## src/inc/tsq_pkg.sv

```systemverilog
/*
 * Shared constants of the trigger and status sequencer: command codes,
 * trigger source codes, condition word bit positions, reset values and
 * the millisecond timing figures.
 * Assumes a single 20 MHz system clock.
 */
package tsq_pkg;

	// ****************************************************************
	// Widths
	// ****************************************************************
	localparam int CMD_W = 4;
	localparam int ARG_W = 17;
	localparam int CNT_W = 16;
	localparam int SRC_W = 5;
	localparam int SRC_N = 23;
	localparam int OPC_W = 16;
	localparam int TPAT_W = 16;
	localparam int TSTEP_W = 5;

	// ****************************************************************
	// Host command codes
	// ****************************************************************
	localparam logic [CMD_W-1:0] CMD_SET_COUNT = 4'h1;
	localparam logic [CMD_W-1:0] CMD_SET_DELAY = 4'h2;
	localparam logic [CMD_W-1:0] CMD_SET_TALLY = 4'h3;
	localparam logic [CMD_W-1:0] CMD_SET_SOURCE = 4'h4;
	localparam logic [CMD_W-1:0] CMD_TRIG_IMM = 4'h5;
	localparam logic [CMD_W-1:0] CMD_INITIATE = 4'h6;
	localparam logic [CMD_W-1:0] CMD_ABORT = 4'h7;
	localparam logic [CMD_W-1:0] CMD_SELF_TEST = 4'h8;

	// ****************************************************************
	// Trigger source codes (index into the trigger line vector)
	// ****************************************************************
	localparam logic [SRC_W-1:0] SRC_HOLD = 5'h00;
	localparam logic [SRC_W-1:0] SRC_IMMEDIATE = 5'h01;
	localparam logic [SRC_W-1:0] SRC_BUS = 5'h02;
	localparam logic [SRC_W-1:0] SRC_TTL0 = 5'h03;
	localparam logic [SRC_W-1:0] SRC_CMD0 = 5'h0B;
	localparam logic [SRC_W-1:0] SRC_TIMER = 5'h10;
	localparam logic [SRC_W-1:0] SRC_LAST = 5'h16;

	// ****************************************************************
	// Condition word bit positions
	// ****************************************************************
	localparam int OPC_SETTLING = 1;
	localparam int OPC_SWEEPING = 3;
	localparam int OPC_WAIT_ARM = 5;
	localparam int OPC_TESTING = 8;
	localparam int OPC_ABORTING = 9;

	// ****************************************************************
	// Limits and reset values
	// ****************************************************************
	localparam logic [CNT_W-1:0] RST_COUNT = 16'h0001;
	localparam logic [ARG_W-1:0] RST_DELAY = 17'h00000;
	localparam logic [ARG_W-1:0] RST_TALLY = 17'h00000;
	localparam logic [SRC_W-1:0] RST_SOURCE = SRC_IMMEDIATE;
	localparam logic [OPC_W-1:0] RST_OPC = 16'h0000;
	localparam logic [ARG_W-1:0] ARG_MAX = 17'h10000;
	localparam logic [CNT_W-1:0] COUNT_MIN = 16'h0001;
	localparam logic [3:0] ABORT_CYCLES = 4'h4;
	localparam logic [TSTEP_W-1:0] TEST_STEPS = 5'h12;

	// ****************************************************************
	// Timing
	// ****************************************************************
	localparam int CLK_PERIOD_NS = 50;
	localparam int MS_TIME_NS = 1000000;
	localparam int MS_CYCLES = MS_TIME_NS / CLK_PERIOD_NS;

endpackage

```

## src/inc/tsq_link_if.sv

```systemverilog
/*
 * Internal carrier between the sequencer core, its trigger qualifier
 * and its self-test engine.
 * Assumes all parties run on the same clock.
 */
`timescale 1ns/10ps
interface tsq_link_if;
	import tsq_pkg::*;

	// Qualifier group
	logic q_arm;
	logic q_trig;
	logic q_bypass;
	logic [ARG_W-1:0] q_delay;
	logic [ARG_W-1:0] q_tally;
	logic q_fire;
	// Self-test group
	logic t_start;
	logic t_busy;
	logic t_done;
	logic t_pass;

	modport ctl (output q_arm, q_trig, q_bypass, q_delay, q_tally,
		t_start, input q_fire, t_busy, t_done, t_pass);
	modport qual (input q_arm, q_trig, q_bypass, q_delay, q_tally,
		output q_fire);
	modport test (input t_start, output t_busy, t_done, t_pass);
endinterface

```

## src/design/tsq_qualifier.sv

```systemverilog
/*
 * Trigger qualifier: passes, delays by whole milliseconds, or counts
 * triggers before firing.
 * Assumes triggers are one-cycle pulses synchronous to clk.
 */
`timescale 1ns/10ps
module tsq_qualifier #(
	parameter int MS_CYC = tsq_pkg::MS_CYCLES
) (
	input wire logic clk,
	input wire logic rst,
	tsq_link_if.qual lnk
);
	import tsq_pkg::*;

	logic [31:0] tick_ff;
	logic [ARG_W-1:0] left_ff;
	logic pend_ff;
	logic fire_ff;
	logic ms_tick;

	assign lnk.q_fire = fire_ff;
	assign ms_tick = (tick_ff == 32'(MS_CYC - 1));

	// Delay or event count in flight; dropped when disarmed
	always_ff @(posedge clk or posedge rst) begin
		if (rst) begin
			pend_ff <= 1'b0;
			left_ff <= '0;
			tick_ff <= '0;
			fire_ff <= 1'b0;
		end else begin
			fire_ff <= 1'b0;
			if (!lnk.q_arm) begin
				pend_ff <= 1'b0;
			end else if (!pend_ff && lnk.q_trig) begin
				if (lnk.q_bypass || (lnk.q_delay == '0 &&
					lnk.q_tally == '0)) begin
					fire_ff <= 1'b1;
				end else if (lnk.q_tally == ARG_W'(1)) begin
					fire_ff <= 1'b1;
				end else begin
					pend_ff <= 1'b1;
					tick_ff <= '0;
					left_ff <= (lnk.q_tally != '0) ?
						lnk.q_tally - ARG_W'(1) : lnk.q_delay;
				end
			end else if (pend_ff && lnk.q_tally != '0) begin
				if (lnk.q_trig) begin
					left_ff <= left_ff - ARG_W'(1);
					if (left_ff == ARG_W'(1)) begin
						pend_ff <= 1'b0;
						fire_ff <= 1'b1;
					end
				end
			end else if (pend_ff) begin
				tick_ff <= ms_tick ? '0 : tick_ff + 32'd1;
				if (ms_tick) begin
					left_ff <= left_ff - ARG_W'(1);
					if (left_ff == ARG_W'(1)) begin
						pend_ff <= 1'b0;
						fire_ff <= 1'b1;
					end
				end
			end
		end
	end

endmodule // tsq_qualifier

```

## src/design/tsq_self_test.sv

```systemverilog
/*
 * Self-test engine: walks patterns through the scanner data path and
 * checks the loopback, keeping the first failing step and data.
 * Assumes the loopback answers one cycle after a pattern is driven.
 */
`timescale 1ns/10ps
module tsq_self_test (
	input wire logic clk,
	input wire logic rst,
	tsq_link_if.test lnk,
	input wire logic [tsq_pkg::TPAT_W-1:0] loop_in,
	output logic [tsq_pkg::TPAT_W-1:0] pat_ff,
	output logic [tsq_pkg::TSTEP_W-1:0] fail_step_ff,
	output logic [tsq_pkg::TPAT_W-1:0] fail_data_ff
);
	import tsq_pkg::*;

	logic [TSTEP_W-1:0] step_ff;
	logic phase_ff;
	logic busy_ff;
	logic done_ff;
	logic pass_ff;
	logic [TPAT_W-1:0] nxt_pat;

	assign lnk.t_busy = busy_ff;
	assign lnk.t_done = done_ff;
	assign lnk.t_pass = pass_ff;

	// Walking one, then all zeros, then all ones
	always_comb begin
		if (step_ff < TSTEP_W'(TPAT_W))
			nxt_pat = TPAT_W'(1) << step_ff;
		else if (step_ff == TSTEP_W'(TPAT_W))
			nxt_pat = '0;
		else
			nxt_pat = '1;
	end

	always_ff @(posedge clk or posedge rst) begin
		if (rst) begin
			busy_ff <= 1'b0;
			done_ff <= 1'b0;
			pass_ff <= 1'b0;
			step_ff <= '0;
			phase_ff <= 1'b0;
			pat_ff <= '0;
			fail_step_ff <= '0;
			fail_data_ff <= '0;
		end else begin
			done_ff <= 1'b0;
			if (lnk.t_start && !busy_ff) begin
				busy_ff <= 1'b1;
				pass_ff <= 1'b1;
				step_ff <= '0;
				phase_ff <= 1'b0;
				fail_step_ff <= '0;
				fail_data_ff <= '0;
			end else if (busy_ff && !phase_ff) begin
				pat_ff <= nxt_pat;
				phase_ff <= 1'b1;
			end else if (busy_ff) begin
				phase_ff <= 1'b0;
				if (loop_in != pat_ff && pass_ff) begin
					pass_ff <= 1'b0;
					fail_step_ff <= step_ff;
					fail_data_ff <= loop_in;
				end
				step_ff <= step_ff + TSTEP_W'(1);
				if (step_ff == TEST_STEPS - TSTEP_W'(1)) begin
					busy_ff <= 1'b0;
					done_ff <= 1'b1;
				end
			end
		end
	end

endmodule // tsq_self_test

```

## src/design/tsq_sequencer.sv

```systemverilog
/*
 * Trigger sequencer and operation condition word of a relay scanner
 * controller. Holds the trigger settings, runs the initiate / wait /
 * sweep / abort sequence and drives the self-test engine.
 * Assumes host commands and all trigger and scan inputs are one-cycle
 * pulses synchronous to clk.
 */
// Contract
// - Bit 1 set on function or range change, cleared once settled.
// - Bit 3 set at scan start, cleared at list end or abort.
// - Bit 5 high while waiting for arm, cleared on arm.
// - Bit 8 high while self-test runs.
// - Bit 9 high while abort in progress, cleared when done.
// - Master selected: condition word reads all zero.
// - Delay is zero pass-through or 1 to 65536 ms in 1 ms steps.
// - Source: bus, eight TTL lines, five command lines, internal events.
// - Self-test exercises control logic and data path of selected module; the engine here only walks patterns through the data path loopback.
// - Self-test result reported as single pass or fail.
// - Failure details kept for later error query.
// - Trigger settings decide when each scan step begins.
// - Wait, decrement per trigger, re-wait until zero, then idle.
// - Writing delay clears the event count.
// - Writing event count clears delay; fire on Nth trigger.
// - Immediate command triggers once, ignoring the source.
`timescale 1ns/10ps
module tsq_sequencer #(
	parameter int MS_CYC = tsq_pkg::MS_CYCLES
) (
	input wire logic clk,
	input wire logic rst,
	input wire logic cmd_valid,
	input wire logic [tsq_pkg::CMD_W-1:0] cmd_code,
	input wire logic [tsq_pkg::ARG_W-1:0] cmd_arg,
	input wire logic [tsq_pkg::SRC_N-1:0] trig_lines,
	input wire logic func_change,
	input wire logic settle_done,
	input wire logic list_end,
	input wire logic master_sel,
	input wire logic [tsq_pkg::TPAT_W-1:0] test_loop_in,
	output logic [tsq_pkg::OPC_W-1:0] opcond_ff,
	output logic step_begin_ff,
	output logic [tsq_pkg::CNT_W-1:0] count_set_ff,
	output logic [tsq_pkg::ARG_W-1:0] delay_set_ff,
	output logic [tsq_pkg::ARG_W-1:0] trigger_event_tally_ff,
	output logic [tsq_pkg::SRC_W-1:0] source_set_ff,
	output logic [tsq_pkg::CNT_W-1:0] count_left_ff,
	output logic test_done_ff,
	output logic test_pass_ff,
	output logic [tsq_pkg::TPAT_W-1:0] test_pat_ff,
	output logic [tsq_pkg::TSTEP_W-1:0] test_fail_step_ff,
	output logic [tsq_pkg::TPAT_W-1:0] test_fail_data_ff
);
	import tsq_pkg::*;

	typedef enum logic [1:0] {
		TSQ_IDLE,
		TSQ_WAIT,
		TSQ_SWEEP,
		TSQ_ABORT
	} tsq_state_t;

	// ****************************************************************
	// Declarations
	// ****************************************************************
	tsq_state_t state_ff;
	tsq_state_t nxt_state;
	logic [3:0] abort_cnt_ff;
	logic settling_ff;
	logic fire_ff;
	logic imm_ff;
	logic [OPC_W-1:0] nxt_opcond;
	logic cmd_set_count;
	logic cmd_set_delay;
	logic cmd_set_tally;
	logic cmd_set_source;
	logic cmd_imm;
	logic cmd_init;
	logic cmd_abort;
	logic cmd_test;
	logic raw_trig;
	logic fixed_src;
	logic arm_now;
	logic [ARG_W-1:0] arg_clip;

	tsq_link_if lnk ();

	// ****************************************************************
	// Command decode
	// ****************************************************************

	// One strobe per command kind
	assign cmd_set_count = cmd_valid && cmd_code == CMD_SET_COUNT;
	assign cmd_set_delay = cmd_valid && cmd_code == CMD_SET_DELAY;
	assign cmd_set_tally = cmd_valid && cmd_code == CMD_SET_TALLY;
	assign cmd_set_source = cmd_valid && cmd_code == CMD_SET_SOURCE;
	assign cmd_imm = cmd_valid && cmd_code == CMD_TRIG_IMM;
	assign cmd_init = cmd_valid && cmd_code == CMD_INITIATE;
	assign cmd_abort = cmd_valid && cmd_code == CMD_ABORT;
	assign cmd_test = cmd_valid && cmd_code == CMD_SELF_TEST;

	// Out-of-range delay or tally saturates rather than wrapping
	assign arg_clip = (cmd_arg > ARG_MAX) ? ARG_MAX : cmd_arg;

	// ****************************************************************
	// Trigger settings
	// ****************************************************************

	always_ff @(posedge clk or posedge rst) begin
		if (rst) begin
			count_set_ff <= RST_COUNT;
			delay_set_ff <= RST_DELAY;
			trigger_event_tally_ff <= RST_TALLY;
			source_set_ff <= RST_SOURCE;
		end else begin
			if (cmd_set_count) begin
				if (cmd_arg[CNT_W-1:0] == '0 || cmd_arg[ARG_W-1])
					count_set_ff <= cmd_arg[ARG_W-1] ? '1 : COUNT_MIN;
				else
					count_set_ff <= cmd_arg[CNT_W-1:0];
			end
			if (cmd_set_delay) begin
				delay_set_ff <= arg_clip;
				trigger_event_tally_ff <= '0;
			end
			if (cmd_set_tally) begin
				trigger_event_tally_ff <= arg_clip;
				delay_set_ff <= '0;
			end
			if (cmd_set_source && cmd_arg <= ARG_W'(SRC_LAST))
				source_set_ff <= cmd_arg[SRC_W-1:0];
		end
	end

	// ****************************************************************
	// Trigger source selection
	// ****************************************************************

	// Pick the selected line; hold never fires, immediate always
	always_comb begin
		if (source_set_ff == SRC_HOLD)
			raw_trig = 1'b0;
		else if (source_set_ff == SRC_IMMEDIATE)
			raw_trig = 1'b1;
		else
			raw_trig = trig_lines[source_set_ff];
	end

	// Fixed sources ignore delay and tally
	assign fixed_src = source_set_ff == SRC_HOLD ||
		source_set_ff == SRC_IMMEDIATE || source_set_ff == SRC_TIMER;

	// Qualifier armed only in the waiting state
	assign lnk.q_arm = state_ff == TSQ_WAIT && !imm_ff && !fire_ff;
	assign lnk.q_trig = raw_trig;
	assign lnk.q_bypass = fixed_src;
	assign lnk.q_delay = delay_set_ff;
	assign lnk.q_tally = trigger_event_tally_ff;
	assign lnk.t_start = cmd_test && state_ff == TSQ_IDLE;

	tsq_qualifier #(
		.MS_CYC(MS_CYC)
	) u_qual (
		.clk(clk),
		.rst(rst),
		.lnk(lnk.qual)
	);

	tsq_self_test u_test (
		.clk(clk),
		.rst(rst),
		.lnk(lnk.test),
		.loop_in(test_loop_in),
		.pat_ff(test_pat_ff),
		.fail_step_ff(test_fail_step_ff),
		.fail_data_ff(test_fail_data_ff)
	);

	// ****************************************************************
	// Arm capture
	// ****************************************************************

	always_ff @(posedge clk or posedge rst) begin
		if (rst) begin
			imm_ff <= 1'b0;
			fire_ff <= 1'b0;
		end else begin
			imm_ff <= cmd_imm && state_ff == TSQ_WAIT && !fire_ff &&
				!cmd_abort;
			fire_ff <= lnk.q_fire && state_ff == TSQ_WAIT && !cmd_abort;
		end
	end

	// Arm arrives from the qualifier or from the immediate command
	assign arm_now = fire_ff || imm_ff;

	// ****************************************************************
	// Sequence state machine
	// ****************************************************************

	// Wait, sweep, re-wait until count spent
	always_comb begin
		nxt_state = state_ff;
		case (state_ff)
			TSQ_IDLE: begin
				if (cmd_init && !lnk.t_busy)
					nxt_state = TSQ_WAIT;
			end
			TSQ_WAIT: begin
				if (cmd_abort)
					nxt_state = TSQ_ABORT;
				else if (arm_now)
					nxt_state = TSQ_SWEEP;
			end
			TSQ_SWEEP: begin
				if (cmd_abort)
					nxt_state = TSQ_ABORT;
				else if (list_end)
					nxt_state = (count_left_ff == COUNT_MIN) ?
						TSQ_IDLE : TSQ_WAIT;
			end
			TSQ_ABORT: begin
				if (abort_cnt_ff == ABORT_CYCLES - 4'h1)
					nxt_state = TSQ_IDLE;
			end
			default: nxt_state = TSQ_IDLE;
		endcase
	end

	// State, abort timer and remaining count
	always_ff @(posedge clk or posedge rst) begin
		if (rst) begin
			state_ff <= TSQ_IDLE;
			abort_cnt_ff <= '0;
			count_left_ff <= '0;
		end else begin
			state_ff <= nxt_state;
			abort_cnt_ff <= (state_ff == TSQ_ABORT) ?
				abort_cnt_ff + 4'h1 : '0;
			if (state_ff == TSQ_IDLE && nxt_state == TSQ_WAIT)
				count_left_ff <= count_set_ff;
			else if (state_ff == TSQ_SWEEP && list_end && !cmd_abort)
				count_left_ff <= count_left_ff - CNT_W'(1);
			else if (nxt_state == TSQ_ABORT)
				count_left_ff <= '0;
		end
	end

	always_ff @(posedge clk or posedge rst) begin
		if (rst)
			step_begin_ff <= 1'b0;
		else
			step_begin_ff <= state_ff == TSQ_WAIT && arm_now &&
				!cmd_abort;
	end

	// ****************************************************************
	// Settling flag
	// ****************************************************************

	// Change sets, settle clears; set wins
	always_ff @(posedge clk or posedge rst) begin
		if (rst)
			settling_ff <= 1'b0;
		else if (func_change)
			settling_ff <= 1'b1;
		else if (settle_done)
			settling_ff <= 1'b0;
	end

	// ****************************************************************
	// Self-test result
	// ****************************************************************

	// Result latched at end of test
	always_ff @(posedge clk or posedge rst) begin
		if (rst) begin
			test_done_ff <= 1'b0;
			test_pass_ff <= 1'b0;
		end else begin
			test_done_ff <= lnk.t_done;
			if (lnk.t_done)
				test_pass_ff <= lnk.t_pass;
		end
	end

	// ****************************************************************
	// Operation condition word
	// ****************************************************************

	// Word built from live state, then registered onto the port
	always_comb begin
		nxt_opcond = RST_OPC;
		nxt_opcond[OPC_SETTLING] = settling_ff;
		nxt_opcond[OPC_SWEEPING] = state_ff == TSQ_SWEEP;
		nxt_opcond[OPC_WAIT_ARM] = state_ff == TSQ_WAIT;
		nxt_opcond[OPC_TESTING] = lnk.t_busy;
		nxt_opcond[OPC_ABORTING] = state_ff == TSQ_ABORT;
		if (master_sel)
			nxt_opcond = RST_OPC;
	end

	// One cycle behind the state it reflects
	always_ff @(posedge clk or posedge rst) begin
		if (rst)
			opcond_ff <= RST_OPC;
		else
			opcond_ff <= nxt_opcond;
	end

endmodule // tsq_sequencer

```

## config.mk

```make
export PLATFORM = sky130hd
export DESIGN_NAME = tsq_sequencer
export DESIGN_NICKNAME = d
export VERILOG_FILES = /design/src/inc/tsq_pkg.sv /design/src/inc/tsq_link_if.sv /design/src/design/tsq_qualifier.sv /design/src/design/tsq_self_test.sv /design/src/design/tsq_sequencer.sv
export SDC_FILE = /design/constraint.sdc
export NUM_CORES = 1
export LEC_CHECK = 0
export BUFFER_PORTS_ARGS = -buffer_cell sky130_fd_sc_hd__buf_4
export CAP_MARGIN = 30
export CORE_MARGIN = 2
export CORE_UTILIZATION = 50
export CTS_CLUSTER_DIAMETER = 200
export DETAILED_ROUTE_END_ITERATION = 6
export GPL_TIMING_DRIVEN = 0
export PLACE_DENSITY = 0.7
export SLEW_MARGIN = 5
export SYNTH_ARGS = -nofsm -noshare
export SYNTH_HDL_FRONTEND = slang
export SYNTH_HIERARCHICAL = 1
export SYNTH_SLANG_ARGS = --single-unit
```

## constraint.sdc

```tcl
create_clock -name clk -period 5.6 [get_ports clk]
set_input_delay 0 -clock clk [delete_from_list [all_inputs] [get_ports clk]]
set_output_delay 0 -clock clk [all_outputs]
set_load 0.1 [all_outputs]
```

Word-level counts from Yosys, hierarchy flattened
Index checks and enable logic that the tools add are counted.
{"block": "op_classes", "addsub": 6, "magnitude_cmp": 4, "n_eq_ne": 32, "shift": 1, "muxes": 87, "bitwise": 1, "reduce_logical": 61}
{"operator": "two-way mux 17 bit", "n": 13}
{"operator": "two-way mux 32 bit", "n": 6}
{"operator": "two-way mux 16 bit", "n": 11}
{"operator": "two-way mux 1 bit", "n": 40}
{"operator": "two-way mux 5 bit", "n": 7}
{"operator": "== test 17 x 1 -> 1 bit, second input constant", "n": 2}
{"operator": "zero test 17 bit", "n": 2}
{"operator": "subtractor 17 x 1 -> 17 bit, second input constant", "n": 2}
{"operator": "adder 32 x 1 -> 32 bit, second input constant", "n": 1}
{"operator": "== test 32 x 15 -> 1 bit, second input constant", "n": 1}
{"operator": "logical AND 1 bit", "n": 29}
{"operator": "> comparator 17 bit, second input constant", "n": 1}
{"operator": "<= comparator 17 x 5 -> 1 bit, second input constant", "n": 1}
{"operator": "nonzero test 17 bit", "n": 1}
{"operator": "== test 16 x 1 -> 1 bit, second input constant", "n": 1}
{"operator": "== test 4 x 3 -> 1 bit, second input constant", "n": 4}
{"operator": "zero test 16 bit", "n": 1}
{"operator": "inequality test 16 bit", "n": 1}
{"operator": "left shift 1 x 5 -> 16 bit, first input constant", "n": 1}
{"operator": "subtractor 16 x 1 -> 16 bit, second input constant", "n": 1}
{"operator": "== test 5 bit, second input constant", "n": 3}
{"operator": "== test 4 x 2 -> 1 bit, second input constant", "n": 3}
{"operator": "two-way mux 2 bit", "n": 6}
{"operator": "nonzero test 3 bit", "n": 4}
{"operator": "other kinds (29)", "n": 50}
{"block": "word_totals", "regBits": 196, "inputBits": 67}

Longest topological paths before layout
{"block": "logic_depth", "depth_word": 9, "ltp_mapped": 14}

Cells and area by module
The synthesis kept the hierarchy.
{"module": "tsq_sequencer", "n_inst": 1, "cells_per_inst": 416, "area_each_um2": 4369.2, "seq_area_each_um2": 2204.6}
{"module": "tsq_qualifier", "n_inst": 1, "cells_per_inst": 482, "area_each_um2": 3817.4, "seq_area_each_um2": 1276.2}
{"module": "tsq_self_test", "n_inst": 1, "cells_per_inst": 225, "area_each_um2": 2230.9, "seq_area_each_um2": 1151.1}

Least setup slack after synthesis
No wires, ideal clock.
{"block": "synth_path", "path_type": "register to register", "startpoint": "reg source_set_ff[0] (netlist bit)", "endpoint": "reg u_qual.left_ff[12]", "setup_ns": 0.121, "arrival_time_ns": 3.322, "slack_ns": 2.157, "stages_incl_launch_ff": 13, "n_path_buf": 2, "period_less_slack_ns": 3.443, "cell_sequence": "dfstp_2 > clkbuf_1 > mux4_2 > mux2i_1 > nor2_1 > nand2_1 > o21ai_0 > inv_1 > a311oi_2 > a211o_1 > and2_4 > buf_6 > a22o_1"}
{"block": "synth_between", "elab_chain_len": 7, "elab_cells_between_ends": 18}
{"element": "from (decl)", "line_no": "tsq_sequencer.sv:45", "text": "output logic [tsq_pkg::SRC_W-1:0] source_set_ff,"}
{"element": "from (signal assigned)", "line_no": "tsq_sequencer.sv:130", "text": "source_set_ff <= cmd_arg[SRC_W-1:0];"}
{"element": "binary-select mux 1 bit (select 5 bit)", "line_no": "tsq_sequencer.sv:145", "text": "raw_trig = trig_lines[source_set_ff];"}
{"element": "two-way mux 1 bit (not written as such)", "line_no": "tsq_sequencer.sv:145"}
{"element": "two-way mux 1 bit", "line_no": "tsq_sequencer.sv:142", "text": "else if (source_set_ff == SRC_IMMEDIATE)"}
{"element": "two-way mux 1 bit *", "line_no": "tsq_sequencer.sv:140", "text": "if (source_set_ff == SRC_HOLD)"}
{"element": "named net lnk.q_trig", "line_no": "tsq_link_if.sv:12", "text": "logic q_trig;"}
{"element": "logical AND 1 bit", "line_no": "tsq_qualifier.sv:36", "text": "end else if (!pend_ff && lnk.q_trig) begin"}
{"element": "inequality test 3 x 1 -> 1 bit (no line) (tied with other cells)"}
{"element": "AND reduction 6 bit (no line)"}
{"element": "to (signal assigned)", "line_no": "tsq_qualifier.sv:45", "text": "left_ff <= (lnk.q_tally != '0) ?"}
{"element": "to (signal assigned)", "line_no": "tsq_qualifier.sv:50", "text": "left_ff <= left_ff - ARG_W'(1);"}
{"element": "to (signal assigned)", "line_no": "tsq_qualifier.sv:59", "text": "left_ff <= left_ff - ARG_W'(1);"}
{"element": "to (decl)", "line_no": "tsq_qualifier.sv:17", "text": "logic [ARG_W-1:0] left_ff;"}
The timed path passes the listed nets; every way through them passes the cells marked *. The select of a mux whose other input is x is not followed.
A chain may end at the register's enable or synchronous reset.

Worst setup path in the final report
{"block": "layout_path", "startpoint": "reg source_set_ff[0] (netlist bit)", "endpoint": "reg u_qual.left_ff[14]"}
The elaborated chain is that of the path after synthesis.

==> impl_summary.md <==
Setup path
STA classifies the critical path endpoint as a flop. The startpoint type of the worst setup path is a flop. The highest net fanout along the worst path is 10. The critical path data required time is 5.96 ns. For the worst setup path, the data arrival time is 4.41 ns.

The critical path start-end classification is flop to flop.

Global routing
The number of antenna violations at the first check in global routing is 0. The total global-route track usage is 0.287. The wire length of the first global-routing pass is 50600 um. The number of global-route vias before repair was 9603. The largest net degree at the start of global routing is 55. After global routing the overflow that remains totals 0.

Timing
The transition time of the tightest slew-check pin is around 0.9 ns. The number of failing setup endpoints in the final timing report is 0. The final count of pins violating max slew is 0. Counting I/O delays and the setup requirement, the final critical path takes approximately 4.0 ns. The final clock period utilization by the worst path is 0.723. Setup repair after global routing left no endpoint under its margin. The worst hold-check slack is 0.0350 ns. After routing, the total negative slack on setup checks comes to 0 ns. The worst slew slack as a fraction of its limit is 0.374. The worst clock skew on the final layout is around 0.012 ns.

The final-report hold violation count came to 0. Timing would allow up to 247 MHz.

Layout
In the final layout, flip-flops and latches occupy 4630 sq um. The number of antenna diodes in the final layout is 0. Leaving out fill and tap cells, the most frequent cells in the layout are sky130_fd_sc_hd__buf_4, sky130_fd_sc_hd__dfrtp_1, sky130_fd_sc_hd__nand2_1, sky130_fd_sc_hd__nor2_1, sky130_fd_sc_hd__o21ai_0. The number of fill cells is approximately 1700.

The leading cell type in the layout, fill and taps excluded is sky130_fd_sc_hd__buf_4. In the final design database the tool counted 1460 nets. The area used by multi-input combinational logic is 5240 sq um.

Compared with the post-synthesis result, the final layout area differs by 27.4%. In the final layout, the share of cells above drive strength 1 is 0.226.

Power
The leakage component of the power is 5.81 nW. Power spread over the standard cell area amounts to 485 nW/um^2. Across the VDD grid, the largest voltage drop is 0.357 mV.

Yosys
The count of mapped cells out of synthesis is between 1000 and 1500. The async set-reset flop share out of synthesis is 1.00. After synthesis the netlist holds a flip-flop and latch count of roughly 190.

Yosys printed 6 warnings. The portion of the post-synthesis area used by sequential elements is 0.445. The number of synthesized flops with an enable pin is 0. The unique cell type count in the Yosys netlist is 87. After synthesis, the mean cell area works out to a little over 9 sq um. The most instantiated flip-flop cell in the synthesis netlist is sky130_fd_sc_hd__dfrtp_1. The netlist area before placement is 10400 sq um.

Floorplan
between 150 and 200 I/O pins were placed. The floorplan step defined a die boundary enclosing 22000 sq um. From left edge to right edge, the die measures 148 um.

After floorplanning, the core was sized to cover 20400 sq um. The die is 148 um tall. The effective utilization at floorplan is 0.512.

The placement row count is 52.

Clocking
The later pin in the worst-skew pair is clocked with a latency of between 0.4 and 0.5 ns. The clock transition at the register clock pins on the worst setup and hold paths after CTS is 0.07 ns. The number of gates resized after CTS was 0. The longest clock path from root to sink contains 2 buffers.

The buffer type at the clock tree root is sky130_fd_sc_hd__clkbuf_16. Buffers inserted during clock tree synthesis total 17. After clock tree synthesis, the flow added hold-fix buffers numbering 41. Counting every sink on the clock net gives 185.

The H-tree level count is 4. After clock tree synthesis, the setup repair step added 0 buffers. TritonCTS built the clock tree.

Placement
After legalization and detailed placement, the total HPWL measured 23200 um. The placer congestion estimate is roughly 0.9. The count of buffers inserted at the top-level ports is 180.

Routing
In the routed layout, each cell is associated on average with a via count of approximately 6.1. The total routed wire length on the met1 layer is 13900 um. The first-pass iteration count of the detailed router is 5. Once detail routing completed, the nets flagged for antenna violations numbered 0. After the first detailed-routing iteration, the DRC count stood at 904. In the detailed route, the total length drawn on met3 is between 2000 and 2500 um.

The detailed-route DRC error count is 0. The average routed wire per standard cell is 19.1 um. Routed signal wires occupy layers up through met4.

After detailed routing, the total wire length is 31800 um. The via total after detailed routing is just over 10000. The wire length on met2 is 15200 um.

Hold path
The classification of the worst-slack hold path is input pin to flop.

Run status
The run finished with clean final reports.

Run
Across the run, the number of max-cap violations was 0.
## layer usage
| metal | vias to the layer above | GRT usage |
|---|---|---|
| li1 | 4634 | - |
| met4 | 0 | 0.0776 |
| met3 | 45 | 0.0503 |
| met1 | 4965 | 0.400 |
| met2 | 438 | 0.467 |
| met5 | - | 0 |
## layout make-up
cell class,instances,share of cell area
multi-input combinational,827,0.395
buffer,76,0.0314
clock inverter,15,0.0152
inverter,45,0.0129
timing repair buffer,226,0.140
tap,270,0.0255
sequential,185,0.349
clock buffer,17,0.0320
## per-stage QoR
stage	cell area (sq um)	setup slack, ns	utilization	total power, W	cells
2_1_floorplan	10500	2.16	-	0.00437	1133
3_3_place_gp	12100	1.52	0.596	0.00509	1583
3_5_place_dp	12200	1.51	0.601	0.00513	1588
4_1_cts	13300	1.46	0.652	0.00643	1661
5_1_grt	13300	0.983	0.652	0.00671	1661
6_report	13300	1.55	0.652	0.00644	1661
## worst paths after layout
path | cells after the start | slack, ns | end | startpoint
min | 3 | 0.03 | delay_set_ff[12] | cmd_arg[16]
max reg2reg | 12 | 1.55 | u_qual/left_ff[14] | source_set_ff[0]
min reg2reg | 0 | 0.40 | test_done_ff | u_test/lnk.t_done
max | 12 | 1.55 | u_qual/left_ff[14] | source_set_ff[0]
max in group asynchronous | 4 | 4.78 | count_left_ff[12] | rst
min in group asynchronous | 3 | 0.18 | test_pass_ff | rst
## cell usage after synthesis (5+ instances only)
master | instances | area [sq um]
sky130_fd_sc_hd__and4_1 | 8 | 70.1
sky130_fd_sc_hd__buf_4 | 13 | 97.6
sky130_fd_sc_hd__nand2b_1 | 12 | 75.1
sky130_fd_sc_hd__o21bai_1 | 5 | 37.5
sky130_fd_sc_hd__or3_1 | 5 | 31.3
sky130_fd_sc_hd__or4_1 | 7 | 52.6
sky130_fd_sc_hd__nor3b_1 | 6 | 45.0
sky130_fd_sc_hd__a22o_2 | 14 | 140
sky130_fd_sc_hd__nand4_1 | 28 | 175
sky130_fd_sc_hd__buf_2 | 13 | 65.1
sky130_fd_sc_hd__nand3_1 | 41 | 205
sky130_fd_sc_hd__xnor2_1 | 24 | 210
sky130_fd_sc_hd__a31o_2 | 5 | 43.8
sky130_fd_sc_hd__and2_1 | 7 | 43.8
sky130_fd_sc_hd__and3_1 | 14 | 87.6
sky130_fd_sc_hd__nor2b_1 | 9 | 56.3
sky130_fd_sc_hd__nand3b_1 | 6 | 45.0
sky130_fd_sc_hd__nor4_1 | 25 | 156
sky130_fd_sc_hd__o21ai_0 | 88 | 440
sky130_fd_sc_hd__clkbuf_1 | 37 | 139
sky130_fd_sc_hd__o31ai_1 | 18 | 135
sky130_fd_sc_hd__o22ai_1 | 5 | 31.3
sky130_fd_sc_hd__a211oi_1 | 7 | 52.6
sky130_fd_sc_hd__a31oi_1 | 32 | 200
sky130_fd_sc_hd__mux2i_1 | 24 | 240
sky130_fd_sc_hd__a21oi_1 | 53 | 265
sky130_fd_sc_hd__dfrtp_1 | 183 | 4580
sky130_fd_sc_hd__nor4_2 | 5 | 62.6
sky130_fd_sc_hd__o41ai_1 | 7 | 61.3
sky130_fd_sc_hd__ha_1 | 15 | 188
sky130_fd_sc_hd__inv_1 | 43 | 161
sky130_fd_sc_hd__mux2_2 | 8 | 90.1
sky130_fd_sc_hd__buf_6 | 7 | 78.8
sky130_fd_sc_hd__nor2_1 | 101 | 379
sky130_fd_sc_hd__o21ai_1 | 11 | 55.1
sky130_fd_sc_hd__a22o_1 | 7 | 61.3
sky130_fd_sc_hd__a32o_1 | 17 | 170
sky130_fd_sc_hd__nand2_1 | 102 | 383
sky130_fd_sc_hd__xor2_1 | 5 | 43.8
sky130_fd_sc_hd__nor3_1 | 25 | 125
## cells by family after synthesis
logic type,synth area share
mux,0.0414
simple gates,0.212
xor+xnor,0.0244
other cells,0.000360
flops,0.445
fa+ha+maj,0.0180
compound gates,0.203
buf+inv,0.0562
## power by group
| group | internal (W) | switching, W | total [W] |
|---|---|---|---|
| clock network | 0.000687 | 0.000592 | 0.00128 |
| registers | 0.00159 | 0.000294 | 0.00189 |
| logic | 0.000801 | 0.00248 | 0.00328 |
## state kept, by name, indices dropped and copies added, names as in the netlist, 16 cells and up
signal,count
u_test/pat_ff,16
u_test/fail_data_ff,16
delay_set_ff,17
count_left_ff,16
trigger_event_tally_ff,17
u_qual/tick_ff,32
u_qual/left_ff,17
count_set_ff,16
## critical path: stages, from the launching register on
cell                        delay (ns)
sky130_fd_sc_hd__dfstp_2          0.55
sky130_fd_sc_hd__clkbuf_1         0.58
sky130_fd_sc_hd__mux4_2           0.36
sky130_fd_sc_hd__a21oi_1          0.11
sky130_fd_sc_hd__o21a_1           0.20
sky130_fd_sc_hd__o21ai_0          0.41
sky130_fd_sc_hd__inv_1            0.19
sky130_fd_sc_hd__nor2_1           0.55
sky130_fd_sc_hd__clkbuf_1         0.47
sky130_fd_sc_hd__o21ai_0          0.18
sky130_fd_sc_hd__a21oi_1          0.18
sky130_fd_sc_hd__nor2_1           0.06
sky130_fd_sc_hd__o2bb2ai_1        0.12
Power figures use the tool's default switching activity.
